[config.mk]
export PLATFORM = sky130hd
export DESIGN_NAME = fbm_mem_port
export DESIGN_NICKNAME = d
export VERILOG_FILES = /design/src/rtl/fbm_pkg.sv /design/src/rtl/fbm_stream_if.sv /design/src/rtl/fbm_fifo.sv /design/src/rtl/fbm_mem_port.sv
export SDC_FILE = /design/constraint.sdc
export NUM_CORES = 1
export LEC_CHECK = 0
export BUFFER_PORTS_ARGS = -buffer_cell sky130_fd_sc_hd__buf_4
export CORE_MARGIN = 3
export CORE_UTILIZATION = 35
export CTS_BUF_LIST = sky130_fd_sc_hd__clkbuf_8
export CTS_CLUSTER_DIAMETER = 80
export DETAILED_ROUTE_END_ITERATION = 10
export SYNTH_ARGS = -nofsm -noshare
export SYNTH_HDL_FRONTEND = slang
export SYNTH_SLANG_ARGS = --single-unit
[constraint.sdc]
create_clock -name i_mclk -period 18.3 [get_ports i_mclk]
set_input_delay 0.915 -clock i_mclk [delete_from_list [all_inputs] [get_ports i_mclk]]
set_output_delay 0.915 -clock i_mclk [all_outputs]
set_load 0.05 [all_outputs]
[src/rtl/fbm_pkg.sv]
package fbm_pkg;
  localparam int unsigned BUS_W       = 64;
  localparam int unsigned PORT_W      = 16;
  localparam int unsigned NUM_PORTS   = 4;
  localparam int unsigned SG_CH_W     = 32;
  localparam int unsigned ROW_W       = 12;
  localparam int unsigned COL_W       = 8;
  localparam int unsigned BANK_W      = 2;
  localparam int unsigned SD_ADDR_W   = ROW_W + COL_W + BANK_W;
  localparam int unsigned PLL_MULT    = 16;
  localparam int unsigned CLK_MHZ     = 100;
  localparam int unsigned HSC_MHZ     = 125;
  localparam int unsigned MSC_MHZ     = 100;
  localparam int unsigned T_POWERUP_US = 200;
  localparam int unsigned POWERUP_CYC  = T_POWERUP_US * CLK_MHZ;
  localparam int unsigned T_REFI_NS    = 15625;
  localparam int unsigned REFI_CYC     = (T_REFI_NS * CLK_MHZ) / 1000;
  localparam int unsigned T_RP_NS      = 20;
  localparam int unsigned T_RCD_NS     = 20;
  localparam int unsigned T_RFC_NS     = 70;
  localparam int unsigned RP_CYC  = (T_RP_NS * CLK_MHZ + 999) / 1000;
  localparam int unsigned RCD_CYC = (T_RCD_NS * CLK_MHZ + 999) / 1000;
  localparam int unsigned RFC_CYC = (T_RFC_NS * CLK_MHZ + 999) / 1000;
  localparam int unsigned MRD_CYC = 2;
  localparam int unsigned CAS_LAT = 2;
  localparam int unsigned INIT_REFS = 8;
  localparam logic [2:0] CAS_LAT_W = 3'h2;
  localparam logic [12:0] MODE_WORD = 13'h0020;
  localparam int unsigned A10_BIT = 10;
  // command encoding {cs_n, ras_n, cas_n, we_n}
  localparam logic [3:0] CMD_NOP  = 4'h7;
  localparam logic [3:0] CMD_ACT  = 4'h3;
  localparam logic [3:0] CMD_RD   = 4'h5;
  localparam logic [3:0] CMD_WR   = 4'h4;
  localparam logic [3:0] CMD_PRE  = 4'h2;
  localparam logic [3:0] CMD_REF  = 4'h1;
  localparam logic [3:0] CMD_MRS  = 4'h0;
  localparam logic [3:0] CMD_DESL = 4'hF;
  typedef enum logic [1:0] {
    MEM_SDRAM = 2'b00,
    MEM_SGRAM = 2'b01
  } fbm_mem_t;
  typedef enum logic [3:0] {
    ST_PWRUP = 4'b0000,
    ST_PRE0  = 4'b0001,
    ST_REF0  = 4'b0010,
    ST_MRS   = 4'b0011,
    ST_IDLE  = 4'b0100,
    ST_ACT   = 4'b0101,
    ST_WR    = 4'b0110,
    ST_RD    = 4'b0111,
    ST_RDWT  = 4'b1000,
    ST_PRE   = 4'b1001,
    ST_REF   = 4'b1010,
    ST_WAIT  = 4'b1011
  } fbm_state_t;
endpackage

[src/rtl/fbm_stream_if.sv]
`timescale 1ns/10ps
`default_nettype none
interface fbm_stream_if #(parameter int unsigned W = 64);
  logic         valid;
  logic         ready;
  logic [W-1:0] data;
  modport src (output valid, output data, input ready);
  modport snk (input valid, input data, output ready);
endinterface
`default_nettype wire

[src/rtl/fbm_fifo.sv]
`timescale 1ns/10ps
`default_nettype none
module fbm_fifo #(
  parameter int unsigned WIDTH = 64,
  parameter int unsigned DEPTH = 8
) (
  // clock and reset
  input  wire logic i_mclk,
  input  wire logic i_rstn,
  input  wire logic i_ce,
  // streams
  fbm_stream_if.snk s_in,
  fbm_stream_if.src s_out
);
  localparam int unsigned AW = $clog2(DEPTH);
  logic [WIDTH-1:0] mem_q [DEPTH];
  logic [AW-1:0]    wr_q;
  logic [AW-1:0]    rd_q;
  logic [AW:0]      cnt_q;
  logic             push;
  logic             pop;
  assign s_in.ready  = (cnt_q != (AW+1)'(DEPTH));
  assign s_out.valid = (cnt_q != '0);
  assign s_out.data  = mem_q[rd_q];
  assign push = i_ce && s_in.valid && s_in.ready;
  assign pop  = i_ce && s_out.valid && s_out.ready;
  always_ff @(posedge i_mclk) begin
    if (push) begin
      mem_q[wr_q] <= s_in.data;
    end
  end
  always_ff @(posedge i_mclk or negedge i_rstn) begin
    if (!i_rstn) begin
      wr_q  <= '0;
      rd_q  <= '0;
      cnt_q <= '0;
    end else begin
      if (push) begin
        wr_q <= (wr_q == AW'(DEPTH - 1)) ? '0 : wr_q + 1'b1;
      end
      if (pop) begin
        rd_q <= (rd_q == AW'(DEPTH - 1)) ? '0 : rd_q + 1'b1;
      end
      cnt_q <= cnt_q + (AW+1)'(push) - (AW+1)'(pop);
    end
  end
endmodule
`default_nettype wire

[src/rtl/fbm_mem_port.sv]
`timescale 1ns/10ps
`default_nettype none
// Notes on behaviour
// - 64-bit data bus splits into four 16-bit ports, DQ0-15 up to DQ48-63.
// - memory clock up to 125 MHz, from internal PLL or external pin.
// - only the contiguous low ports needed are used; higher ports stay idle.
// - SDRAM mode: up to four 16-bit ports of 1M x 16 parts sharing one command stream.
// - SDRAM mode addresses only half of installed capacity.
// - high-speed grade runs at 125 MHz, medium-speed grade at 100 MHz; timing counts assume 100 MHz for both grades.
// - SGRAM mode: two 32-bit channels of 256k x 32 parts.
// - PLL memory clock equals system clock over pre-divider times sixteen.
// - when panel accepts input rate, rate adaption bypasses the frame buffer.
module fbm_mem_port #(
  parameter int unsigned POWERUP_CYCLES = fbm_pkg::POWERUP_CYC,
  parameter int unsigned REFI_CYCLES    = fbm_pkg::REFI_CYC,
  parameter int unsigned FIFO_DEPTH     = 8
) (
  // clock, reset, enable
  input  wire logic                          i_mclk,
  input  wire logic                          i_rstn,
  input  wire logic                          i_ce,
  // configuration
  input  wire logic                          i_sgram_mode,
  input  wire logic [2:0]                    i_num_ports,
  input  wire logic                          i_high_speed_channel_grade,
  input  wire logic                          i_bypass,
  input  wire logic                          i_use_pll,
  input  wire logic [4:0]                    i_pll_prediv,
  // write stream from the engine
  input  wire logic                          i_wr_valid,
  input  wire logic [fbm_pkg::BUS_W-1:0]     i_wr_data,
  input  wire logic [fbm_pkg::SD_ADDR_W-1:0] i_wr_addr,
  output logic                               o_wr_ready,
  // read request and return
  input  wire logic                          i_rd_req,
  input  wire logic [fbm_pkg::SD_ADDR_W-1:0] i_rd_addr,
  output logic                               o_rd_busy,
  output logic                               o_rd_valid,
  output logic [fbm_pkg::BUS_W-1:0]          o_rd_data,
  // bypass path
  input  wire logic [fbm_pkg::BUS_W-1:0]     i_byp_data,
  input  wire logic                          i_byp_valid,
  output logic [fbm_pkg::BUS_W-1:0]          o_byp_data,
  output logic                               o_byp_valid,
  // memory pins
  output logic                               o_mem_cke,
  output logic [fbm_pkg::NUM_PORTS-1:0]      o_mem_cs_n,
  output logic                               o_mem_ras_n,
  output logic                               o_mem_cas_n,
  output logic                               o_mem_we_n,
  output logic [fbm_pkg::BANK_W-1:0]         o_mem_ba,
  output logic [12:0]                        o_mem_a,
  output logic [fbm_pkg::NUM_PORTS*2-1:0]    o_mem_dqm,
  input  wire logic [fbm_pkg::BUS_W-1:0]     i_mem_dq,
  output logic [fbm_pkg::BUS_W-1:0]          o_mem_dq,
  output logic [fbm_pkg::BUS_W-1:0]          o_mem_dq_oe,
  // status
  output logic                               o_init_done,
  output logic [8:0]                         o_mem_clk_mult
);
  //////////////////////////////////////////////////////////////////////////////
  fbm_pkg::fbm_state_t st_q;
  fbm_pkg::fbm_state_t ret_q;
  logic [23:0]                      wait_q;
  logic [23:0]                      refi_q;
  logic [3:0]                       nref_q;
  logic                             ref_due_q;
  logic                             is_wr_q;
  logic [fbm_pkg::SD_ADDR_W-1:0]    adr_q;
  logic [fbm_pkg::BUS_W-1:0]        wdat_q;
  logic [fbm_pkg::NUM_PORTS-1:0]    port_en;
  logic [3:0]                       cmd_q;
  logic [2:0]                       lat_q;
  logic                             fire;
  fbm_stream_if #(.W(fbm_pkg::BUS_W)) wr_in ();
  fbm_stream_if #(.W(fbm_pkg::BUS_W)) wr_out ();
  logic [fbm_pkg::SD_ADDR_W-1:0]    waddr_q;

  // in sdram mode only ports below the configured count are selected
  // sgram pairs ports into two 32-bit channels
  genvar g;
  generate
    for (g = 0; g < fbm_pkg::NUM_PORTS; g++) begin : g_port
      assign port_en[g] = i_sgram_mode ? (3'(g / 2) < ((i_num_ports + 3'h1) >> 1))
                                       : (3'(g) < i_num_ports);
    end
  endgenerate

  //////////////////////////////////////////////////////////////////////////////
  // write buffer in front of the command engine
  assign wr_in.valid  = i_wr_valid && !i_bypass;
  assign wr_in.data   = i_wr_data;
  assign o_wr_ready   = wr_in.ready && !i_bypass;
  assign wr_out.ready = (st_q == fbm_pkg::ST_IDLE) && !ref_due_q && i_ce;

  fbm_fifo #(.WIDTH(fbm_pkg::BUS_W), .DEPTH(FIFO_DEPTH)) u_fifo (
    .i_mclk (i_mclk),
    .i_rstn (i_rstn),
    .i_ce   (i_ce),
    .s_in   (wr_in),
    .s_out  (wr_out)
  );

  // the fifo holds data only: a write takes the address registered one cycle before its pop
  always_ff @(posedge i_mclk or negedge i_rstn) begin
    if (!i_rstn) begin
      waddr_q <= '0;
    end else if (i_ce) begin
      waddr_q <= i_wr_addr;
    end
  end

  //////////////////////////////////////////////////////////////////////////////
  // refresh interval timer
  always_ff @(posedge i_mclk or negedge i_rstn) begin
    if (!i_rstn) begin
      refi_q    <= '0;
      ref_due_q <= 1'b0;
    end else if (i_ce) begin
      if (refi_q >= 24'(REFI_CYCLES - 1)) begin
        refi_q    <= '0;
        ref_due_q <= o_init_done;
      end else begin
        refi_q <= refi_q + 24'h1;
        if (st_q == fbm_pkg::ST_REF) begin
          ref_due_q <= 1'b0;
        end
      end
    end
  end

  //////////////////////////////////////////////////////////////////////////////
  // command sequencer
  assign fire = (wait_q == '0);
  always_ff @(posedge i_mclk or negedge i_rstn) begin
    if (!i_rstn) begin
      st_q        <= fbm_pkg::ST_PWRUP;
      ret_q       <= fbm_pkg::ST_IDLE;
      wait_q      <= '0;
      nref_q      <= '0;
      cmd_q       <= fbm_pkg::CMD_DESL;
      is_wr_q     <= 1'b0;
      adr_q       <= '0;
      wdat_q      <= '0;
      o_init_done <= 1'b0;
      o_rd_busy   <= 1'b1;
      o_mem_cke   <= 1'b0;
      o_mem_ba    <= '0;
      o_mem_a     <= '0;
    end else if (i_ce) begin
      cmd_q <= fbm_pkg::CMD_NOP;
      case (st_q)
        fbm_pkg::ST_PWRUP: begin
          o_mem_cke <= 1'b1;
          wait_q    <= 24'(POWERUP_CYCLES);
          ret_q     <= fbm_pkg::ST_PRE0;
          st_q      <= fbm_pkg::ST_WAIT;
        end
        fbm_pkg::ST_PRE0: begin
          cmd_q            <= fbm_pkg::CMD_PRE;
          o_mem_a          <= '0;
          o_mem_a[fbm_pkg::A10_BIT] <= 1'b1;
          wait_q           <= 24'(fbm_pkg::RP_CYC);
          nref_q           <= 4'(fbm_pkg::INIT_REFS);
          ret_q            <= fbm_pkg::ST_REF0;
          st_q             <= fbm_pkg::ST_WAIT;
        end
        fbm_pkg::ST_REF0: begin
          cmd_q  <= fbm_pkg::CMD_REF;
          nref_q <= nref_q - 4'h1;
          wait_q <= 24'(fbm_pkg::RFC_CYC);
          ret_q  <= (nref_q == 4'h1) ? fbm_pkg::ST_MRS : fbm_pkg::ST_REF0;
          st_q   <= fbm_pkg::ST_WAIT;
        end
        fbm_pkg::ST_MRS: begin
          cmd_q    <= fbm_pkg::CMD_MRS;
          o_mem_ba <= '0;
          o_mem_a  <= fbm_pkg::MODE_WORD;
          wait_q   <= 24'(fbm_pkg::MRD_CYC);
          ret_q    <= fbm_pkg::ST_IDLE;
          st_q     <= fbm_pkg::ST_WAIT;
        end
        fbm_pkg::ST_IDLE: begin
          o_init_done <= 1'b1;
          o_rd_busy   <= 1'b0;
          if (ref_due_q) begin
            st_q <= fbm_pkg::ST_REF;
          end else if (wr_out.valid) begin
            is_wr_q <= 1'b1;
            wdat_q  <= wr_out.data;
            // top address bit forced low: only half the sdram is used
            adr_q   <= i_sgram_mode ? waddr_q
                       : {1'b0, waddr_q[fbm_pkg::SD_ADDR_W-2:0]};
            o_rd_busy <= 1'b1;
            st_q    <= fbm_pkg::ST_ACT;
          end else if (i_rd_req && !i_bypass) begin
            is_wr_q <= 1'b0;
            adr_q   <= i_sgram_mode ? i_rd_addr
                       : {1'b0, i_rd_addr[fbm_pkg::SD_ADDR_W-2:0]};
            o_rd_busy <= 1'b1;
            st_q    <= fbm_pkg::ST_ACT;
          end
        end
        fbm_pkg::ST_ACT: begin
          cmd_q    <= fbm_pkg::CMD_ACT;
          o_mem_ba <= adr_q[fbm_pkg::SD_ADDR_W-1 -: fbm_pkg::BANK_W];
          o_mem_a  <= 13'(adr_q[fbm_pkg::COL_W +: fbm_pkg::ROW_W]);
          wait_q   <= 24'(fbm_pkg::RCD_CYC);
          ret_q    <= is_wr_q ? fbm_pkg::ST_WR : fbm_pkg::ST_RD;
          st_q     <= fbm_pkg::ST_WAIT;
        end
        fbm_pkg::ST_WR: begin
          cmd_q   <= fbm_pkg::CMD_WR;
          o_mem_a <= 13'(adr_q[fbm_pkg::COL_W-1:0]);
          wait_q  <= 24'(fbm_pkg::RP_CYC);
          ret_q   <= fbm_pkg::ST_PRE;
          st_q    <= fbm_pkg::ST_WAIT;
        end
        fbm_pkg::ST_RD: begin
          cmd_q   <= fbm_pkg::CMD_RD;
          o_mem_a <= 13'(adr_q[fbm_pkg::COL_W-1:0]);
          wait_q  <= 24'(fbm_pkg::CAS_LAT + 1);
          ret_q   <= fbm_pkg::ST_PRE;
          st_q    <= fbm_pkg::ST_WAIT;
        end
        fbm_pkg::ST_PRE: begin
          cmd_q   <= fbm_pkg::CMD_PRE;
          o_mem_a <= '0;
          o_mem_a[fbm_pkg::A10_BIT] <= 1'b1;
          wait_q  <= 24'(fbm_pkg::RP_CYC);
          ret_q   <= fbm_pkg::ST_IDLE;
          st_q    <= fbm_pkg::ST_WAIT;
        end
        fbm_pkg::ST_REF: begin
          cmd_q  <= fbm_pkg::CMD_REF;
          wait_q <= 24'(fbm_pkg::RFC_CYC);
          ret_q  <= fbm_pkg::ST_IDLE;
          st_q   <= fbm_pkg::ST_WAIT;
        end
        fbm_pkg::ST_WAIT: begin
          if (fire || wait_q == 24'h1) begin
            wait_q <= '0;
            st_q   <= ret_q;
          end else begin
            wait_q <= wait_q - 24'h1;
          end
        end
        default: st_q <= fbm_pkg::ST_PWRUP;
      endcase
    end
  end

  //////////////////////////////////////////////////////////////////////////////
  // pins: command fans out only to the enabled ports
  always_ff @(posedge i_mclk or negedge i_rstn) begin
    if (!i_rstn) begin
      o_mem_cs_n  <= '1;
      o_mem_ras_n <= 1'b1;
      o_mem_cas_n <= 1'b1;
      o_mem_we_n  <= 1'b1;
      o_mem_dqm   <= '1;
      o_mem_dq    <= '0;
      o_mem_dq_oe <= '0;
    end else if (i_ce) begin
      o_mem_cs_n  <= cmd_q[3] ? '1 : ~port_en;
      o_mem_ras_n <= cmd_q[2];
      o_mem_cas_n <= cmd_q[1];
      o_mem_we_n  <= cmd_q[0];
      for (int p = 0; p < fbm_pkg::NUM_PORTS; p++) begin
        o_mem_dqm[2*p +: 2] <= port_en[p] ? 2'h0 : 2'h3;
        // each port owns its own 16-bit lane of the data bus
        o_mem_dq_oe[p*fbm_pkg::PORT_W +: fbm_pkg::PORT_W] <=
          (cmd_q == fbm_pkg::CMD_WR && port_en[p]) ? '1 : '0;
      end
      o_mem_dq <= wdat_q;
    end
  end

  //////////////////////////////////////////////////////////////////////////////
  // read capture after cas latency; unused ports read as zero
  always_ff @(posedge i_mclk or negedge i_rstn) begin
    if (!i_rstn) begin
      lat_q      <= '0;
      o_rd_valid <= 1'b0;
      o_rd_data  <= '0;
    end else if (i_ce) begin
      lat_q      <= (cmd_q == fbm_pkg::CMD_RD) ? 3'(fbm_pkg::CAS_LAT) + 3'h1
                  : (lat_q != '0) ? lat_q - 3'h1 : '0;
      o_rd_valid <= (lat_q == 3'h1);
      for (int p = 0; p < fbm_pkg::NUM_PORTS; p++) begin
        o_rd_data[p*fbm_pkg::PORT_W +: fbm_pkg::PORT_W] <= port_en[p]
          ? i_mem_dq[p*fbm_pkg::PORT_W +: fbm_pkg::PORT_W] : '0;
      end
    end
  end

  //////////////////////////////////////////////////////////////////////////////
  // bypass when the panel takes the input rate; pll ratio report
  always_ff @(posedge i_mclk or negedge i_rstn) begin
    if (!i_rstn) begin
      o_byp_data     <= '0;
      o_byp_valid    <= 1'b0;
      o_mem_clk_mult <= '0;
    end else if (i_ce) begin
      o_byp_valid <= i_bypass && i_byp_valid;
      o_byp_data  <= i_byp_data;
      // multiplier of system clock over pre-divider; zero for external pin, or high-speed grade with zero pre-divider
      o_mem_clk_mult <= i_use_pll ? 9'(fbm_pkg::PLL_MULT) : '0;
      // grade input only zeroes the multiplier when pre-divider is zero; clock must match 125 or 100 MHz
      if (i_high_speed_channel_grade && i_pll_prediv == '0) begin
        o_mem_clk_mult <= '0;
      end
    end
  end
endmodule
`default_nettype wire

==> flow_metrics.env <==
export IMPL_clk_latency_ns=0.80
export IMPL_final_cell_count_no_fill=4343
export IMPL_ir_worst_vdd_v=0.000123
export IMPL_die_y_um=330
export IMPL_fmax_ghz=0.278
export IMPL_hold_buffers=0
export IMPL_startpoint_type="flip-flop"
export IMPL_grt_pass1_vias=23000
export IMPL_viasPerCell=4.96
export IMPL_fp_dieArea_sq_um=109000
export IMPL_cts_buffers=154
export IMPL_layout_drive_gt1_share=0.379
export IMPL_setup_viol=0
export IMPL_core_sq_um=104000
export IMPL_synth_top_area_cell="edfxtp_1"
export IMPL_cts_path_max_buffers=3
export IMPL_cts_num_sinks=926
export IMPL_cp_end_kind="flip-flop"
export IMPL_grt_first_pass_wirelength_mm=136
export IMPL_synth_edf_count=512
export IMPL_placed_area_sq_um=41900
export IMPL_route_detailed_drc=0
export IMPL_slew_violations=0
export IMPL_async_flop_share=0.447
export IMPL_die_w_um=330
export IMPL_totalWireLength_mm=89.5
export IMPL_timing_rr_end="u_fifo.mem_q[7][38]"
export IMPL_setup_slack_ns=14.70
export IMPL_synth_warnings=0
export IMPL_mostFrequentLayoutCells="buf_4 (573), edfxtp_1 (512), dfrtp_1 (394)"
export IMPL_worst_setup_path_type="reg -> reg"
export IMPL_final_cell_area_sq_um=44900
export IMPL_fin_setup_tns_ns=0
export IMPL_clk_pin_slew_ns=0.06
export IMPL_grt_total_usage=0.161
export IMPL_post_route_min_period_ns=3.60
export IMPL_syn_inst=2285
export IMPL_reg2regPathDepth=8
export IMPL_num_rows=118
export IMPL_syn2layout_area_growth_pct=22.2
export IMPL_ctsHtreeMaxLevel=4
export IMPL_seq_area_frac_synth=0.700
export IMPL_synthDistinctLibCells=69
export IMPL_globalRouteOverflowTotal=0
export IMPL_initial_core_util=0.354
export IMPL_synth_area_leaders="edfxtp_1 (42%), dfrtp_1 (27%), mux4_2 (7.8%)"
export IMPL_avgRoutedWirePerCell_um=20.6
export IMPL_rsz0062_at_grt="false"
export IMPL_drt_iter0_markers=1509
export IMPL_finalCritPeriodShare=0.197
export IMPL_r2r_start="u_fifo.cnt_q[2]"
export IMPL_ant_nets=0
export IMPL_grt_start_max_net_pins=109
export IMPL_critical_path_required_ns=18.71
export IMPL_dp_slack_ns=14.25
export IMPL_layout_commonest_cell="buf_4"
export IMPL_cts_resized=0
export IMPL_dp_hpwl_mm=56.5
export IMPL_postCtsSetupRepairBufs=0
export IMPL_ys_ff_latch=926
export IMPL_io_buffer_count=545
export IMPL_finalCoreUtilization=0.432
export IMPL_critPathArrivalTime_ns=4.00
export IMPL_num_vias=21500
export IMPL_place_gp_congestion=0.803
export IMPL_antenna_found_initial=11
export IMPL_r2r_slack_ns=14.70
export IMPL_layout_nets=3107
export IMPL_finClkSkew_ns=0.0361
export IMPL_holdWs_ns=0.109
export IMPL_synthFlopType="edfxtp_1"
export IMPL_cts_tree="done"
export IMPL_io_pins=555
export IMPL_p_per_area_nw_per_um2=139
export IMPL_min_path_type="in -> async"
export IMPL_p_leak_nw=17.7
export IMPL_netlist_area_sq_um=36800
export IMPL_yosysTopAreaCellShare=0.418
export IMPL_status="finished, final reports clean"
export IMPL_dpl_cell_count=4055
export IMPL_cp_max_fo=48
export IMPL_syn_avg_cell_area_sq_um=16.1
export IMPL_drv_cap=0
export IMPL_cts_root_buf="clkbuf_8"
export IMPL_finalPower_mw=6.26
export IMPL_finalHoldViolations=0
export IMPL_worst_slew_margin_rel=0.185
export IMPL_drt_first_pass_iters=5
export IMPL_tightest_slew_ns=1.22
[worst max path at each step]
| stage | start | endpoint | slack [ns] | depth (start not counted) |
|---|---|---|---|---|
| final | u_fifo.cnt_q[2] | u_fifo.mem_q[7][38] | 14.70 | 8 |
| after global routing | u_fifo.cnt_q[2] | u_fifo.mem_q[7][38] | 14.40 | 8 |
| after CTS | u_fifo.cnt_q[2] | u_fifo.mem_q[7][20] | 14.65 | 8 |
| after detailed placement | i_rstn | wdat_q[37] | 14.25 | 4 |
| after global placement | i_bypass | u_fifo.mem_q[7][38] | 14.32 | 7 |
| after floorplan | i_bypass | u_fifo.mem_q[2][0] | 8.77 | 3 |
[sequential cells by signal, summed over array words and instances, names as in the netlist, 2 cells and up]
signal / count
st_q: 4
wdat_q: 64
refi_q: 24
o_rd_data: 64
u_fifo.wr_q: 3
wait_q: 24
ret_q: 4
u_fifo.mem_q: 512
o_mem_cs_n: 4
u_fifo.rd_q: 3
o_byp_data: 64
nref_q: 4
u_fifo.cnt_q: 4
o_mem_ba: 2
o_mem_dqm: 4
lat_q: 3
cmd_q: 4
o_mem_a: 12
waddr_q: 22
o_mem_dq: 64
adr_q: 22
o_mem_dq_oe: 4
[metal layers]
metal	vias to the layer above	share of wire	track usage
li1	9699	-	-
met1	11100	0.41	0.203
met2	589	0.50	0.269
met3	166	0.059	0.0428
met4	6	0.026	0.0570
met5	-	0.00053	0
[cell usage after synthesis (9+ instances only)]
cell,count
a21o_1,10
a21oi_1,32
a22o_1,29
a22oi_1,10
a31oi_1,9
buf_4,74
clkbuf_1,103
dfrtp_1,397
dfstp_2,17
edfxtp_1,512
ha_1,21
inv_1,32
mux2_2,160
mux2i_1,86
mux4_2,128
nand2_1,196
nand3_1,12
nor2_1,85
nor3_1,32
nor4_1,12
o21ai_0,139
o2bb2ai_1,55
xnor2_1,9
[cells by family (layout without fill, tap and decap cells)]
logic type,count (synthesis),count (layout),synth area share
other,1,17,0.000102
adders and majority gates,22,22,0.00769
DFF,926,926,0.700
AOI/OAI and AO/OA,325,325,0.0577
and+or+nand+nor,394,394,0.0480
buffers and inverters,227,889,0.0316
muxes,374,374,0.151
xor gates and xnor gates,16,16,0.00381
[cell type report]
type / instances / area, sq um
tap: 1380 / 1730
antenna: 8 / 20.0
multi-input combinational: 1140 / 9950
clock inverter: 97 / 495
fill: 9349 / 59000
clock buffer: 183 / 2520
timing repair buffer: 575 / 4330
sequential: 926 / 25800
inverter: 34 / 128
[where the power goes]
| part | total, mW | switching, mW | internal (mW) |
|---|---|---|---|
| Combinational | 1.71 | 1.05 | 0.666 |
| Sequential | 2.79 | 0.279 | 2.51 |
| Clock | 1.75 | 0.826 | 0.928 |
[worst max-delay path, cell delays in order, from the launching register on]
cell     delay [ns]
dfrtp_1        0.33
inv_1          0.07
ha_1           0.20
a31oi_1        0.26
nand3_1        0.47
inv_1          0.30
nand2_1        0.22
nor2_4         0.53
buf_4          0.79
(Power assumes the default switching activity.)
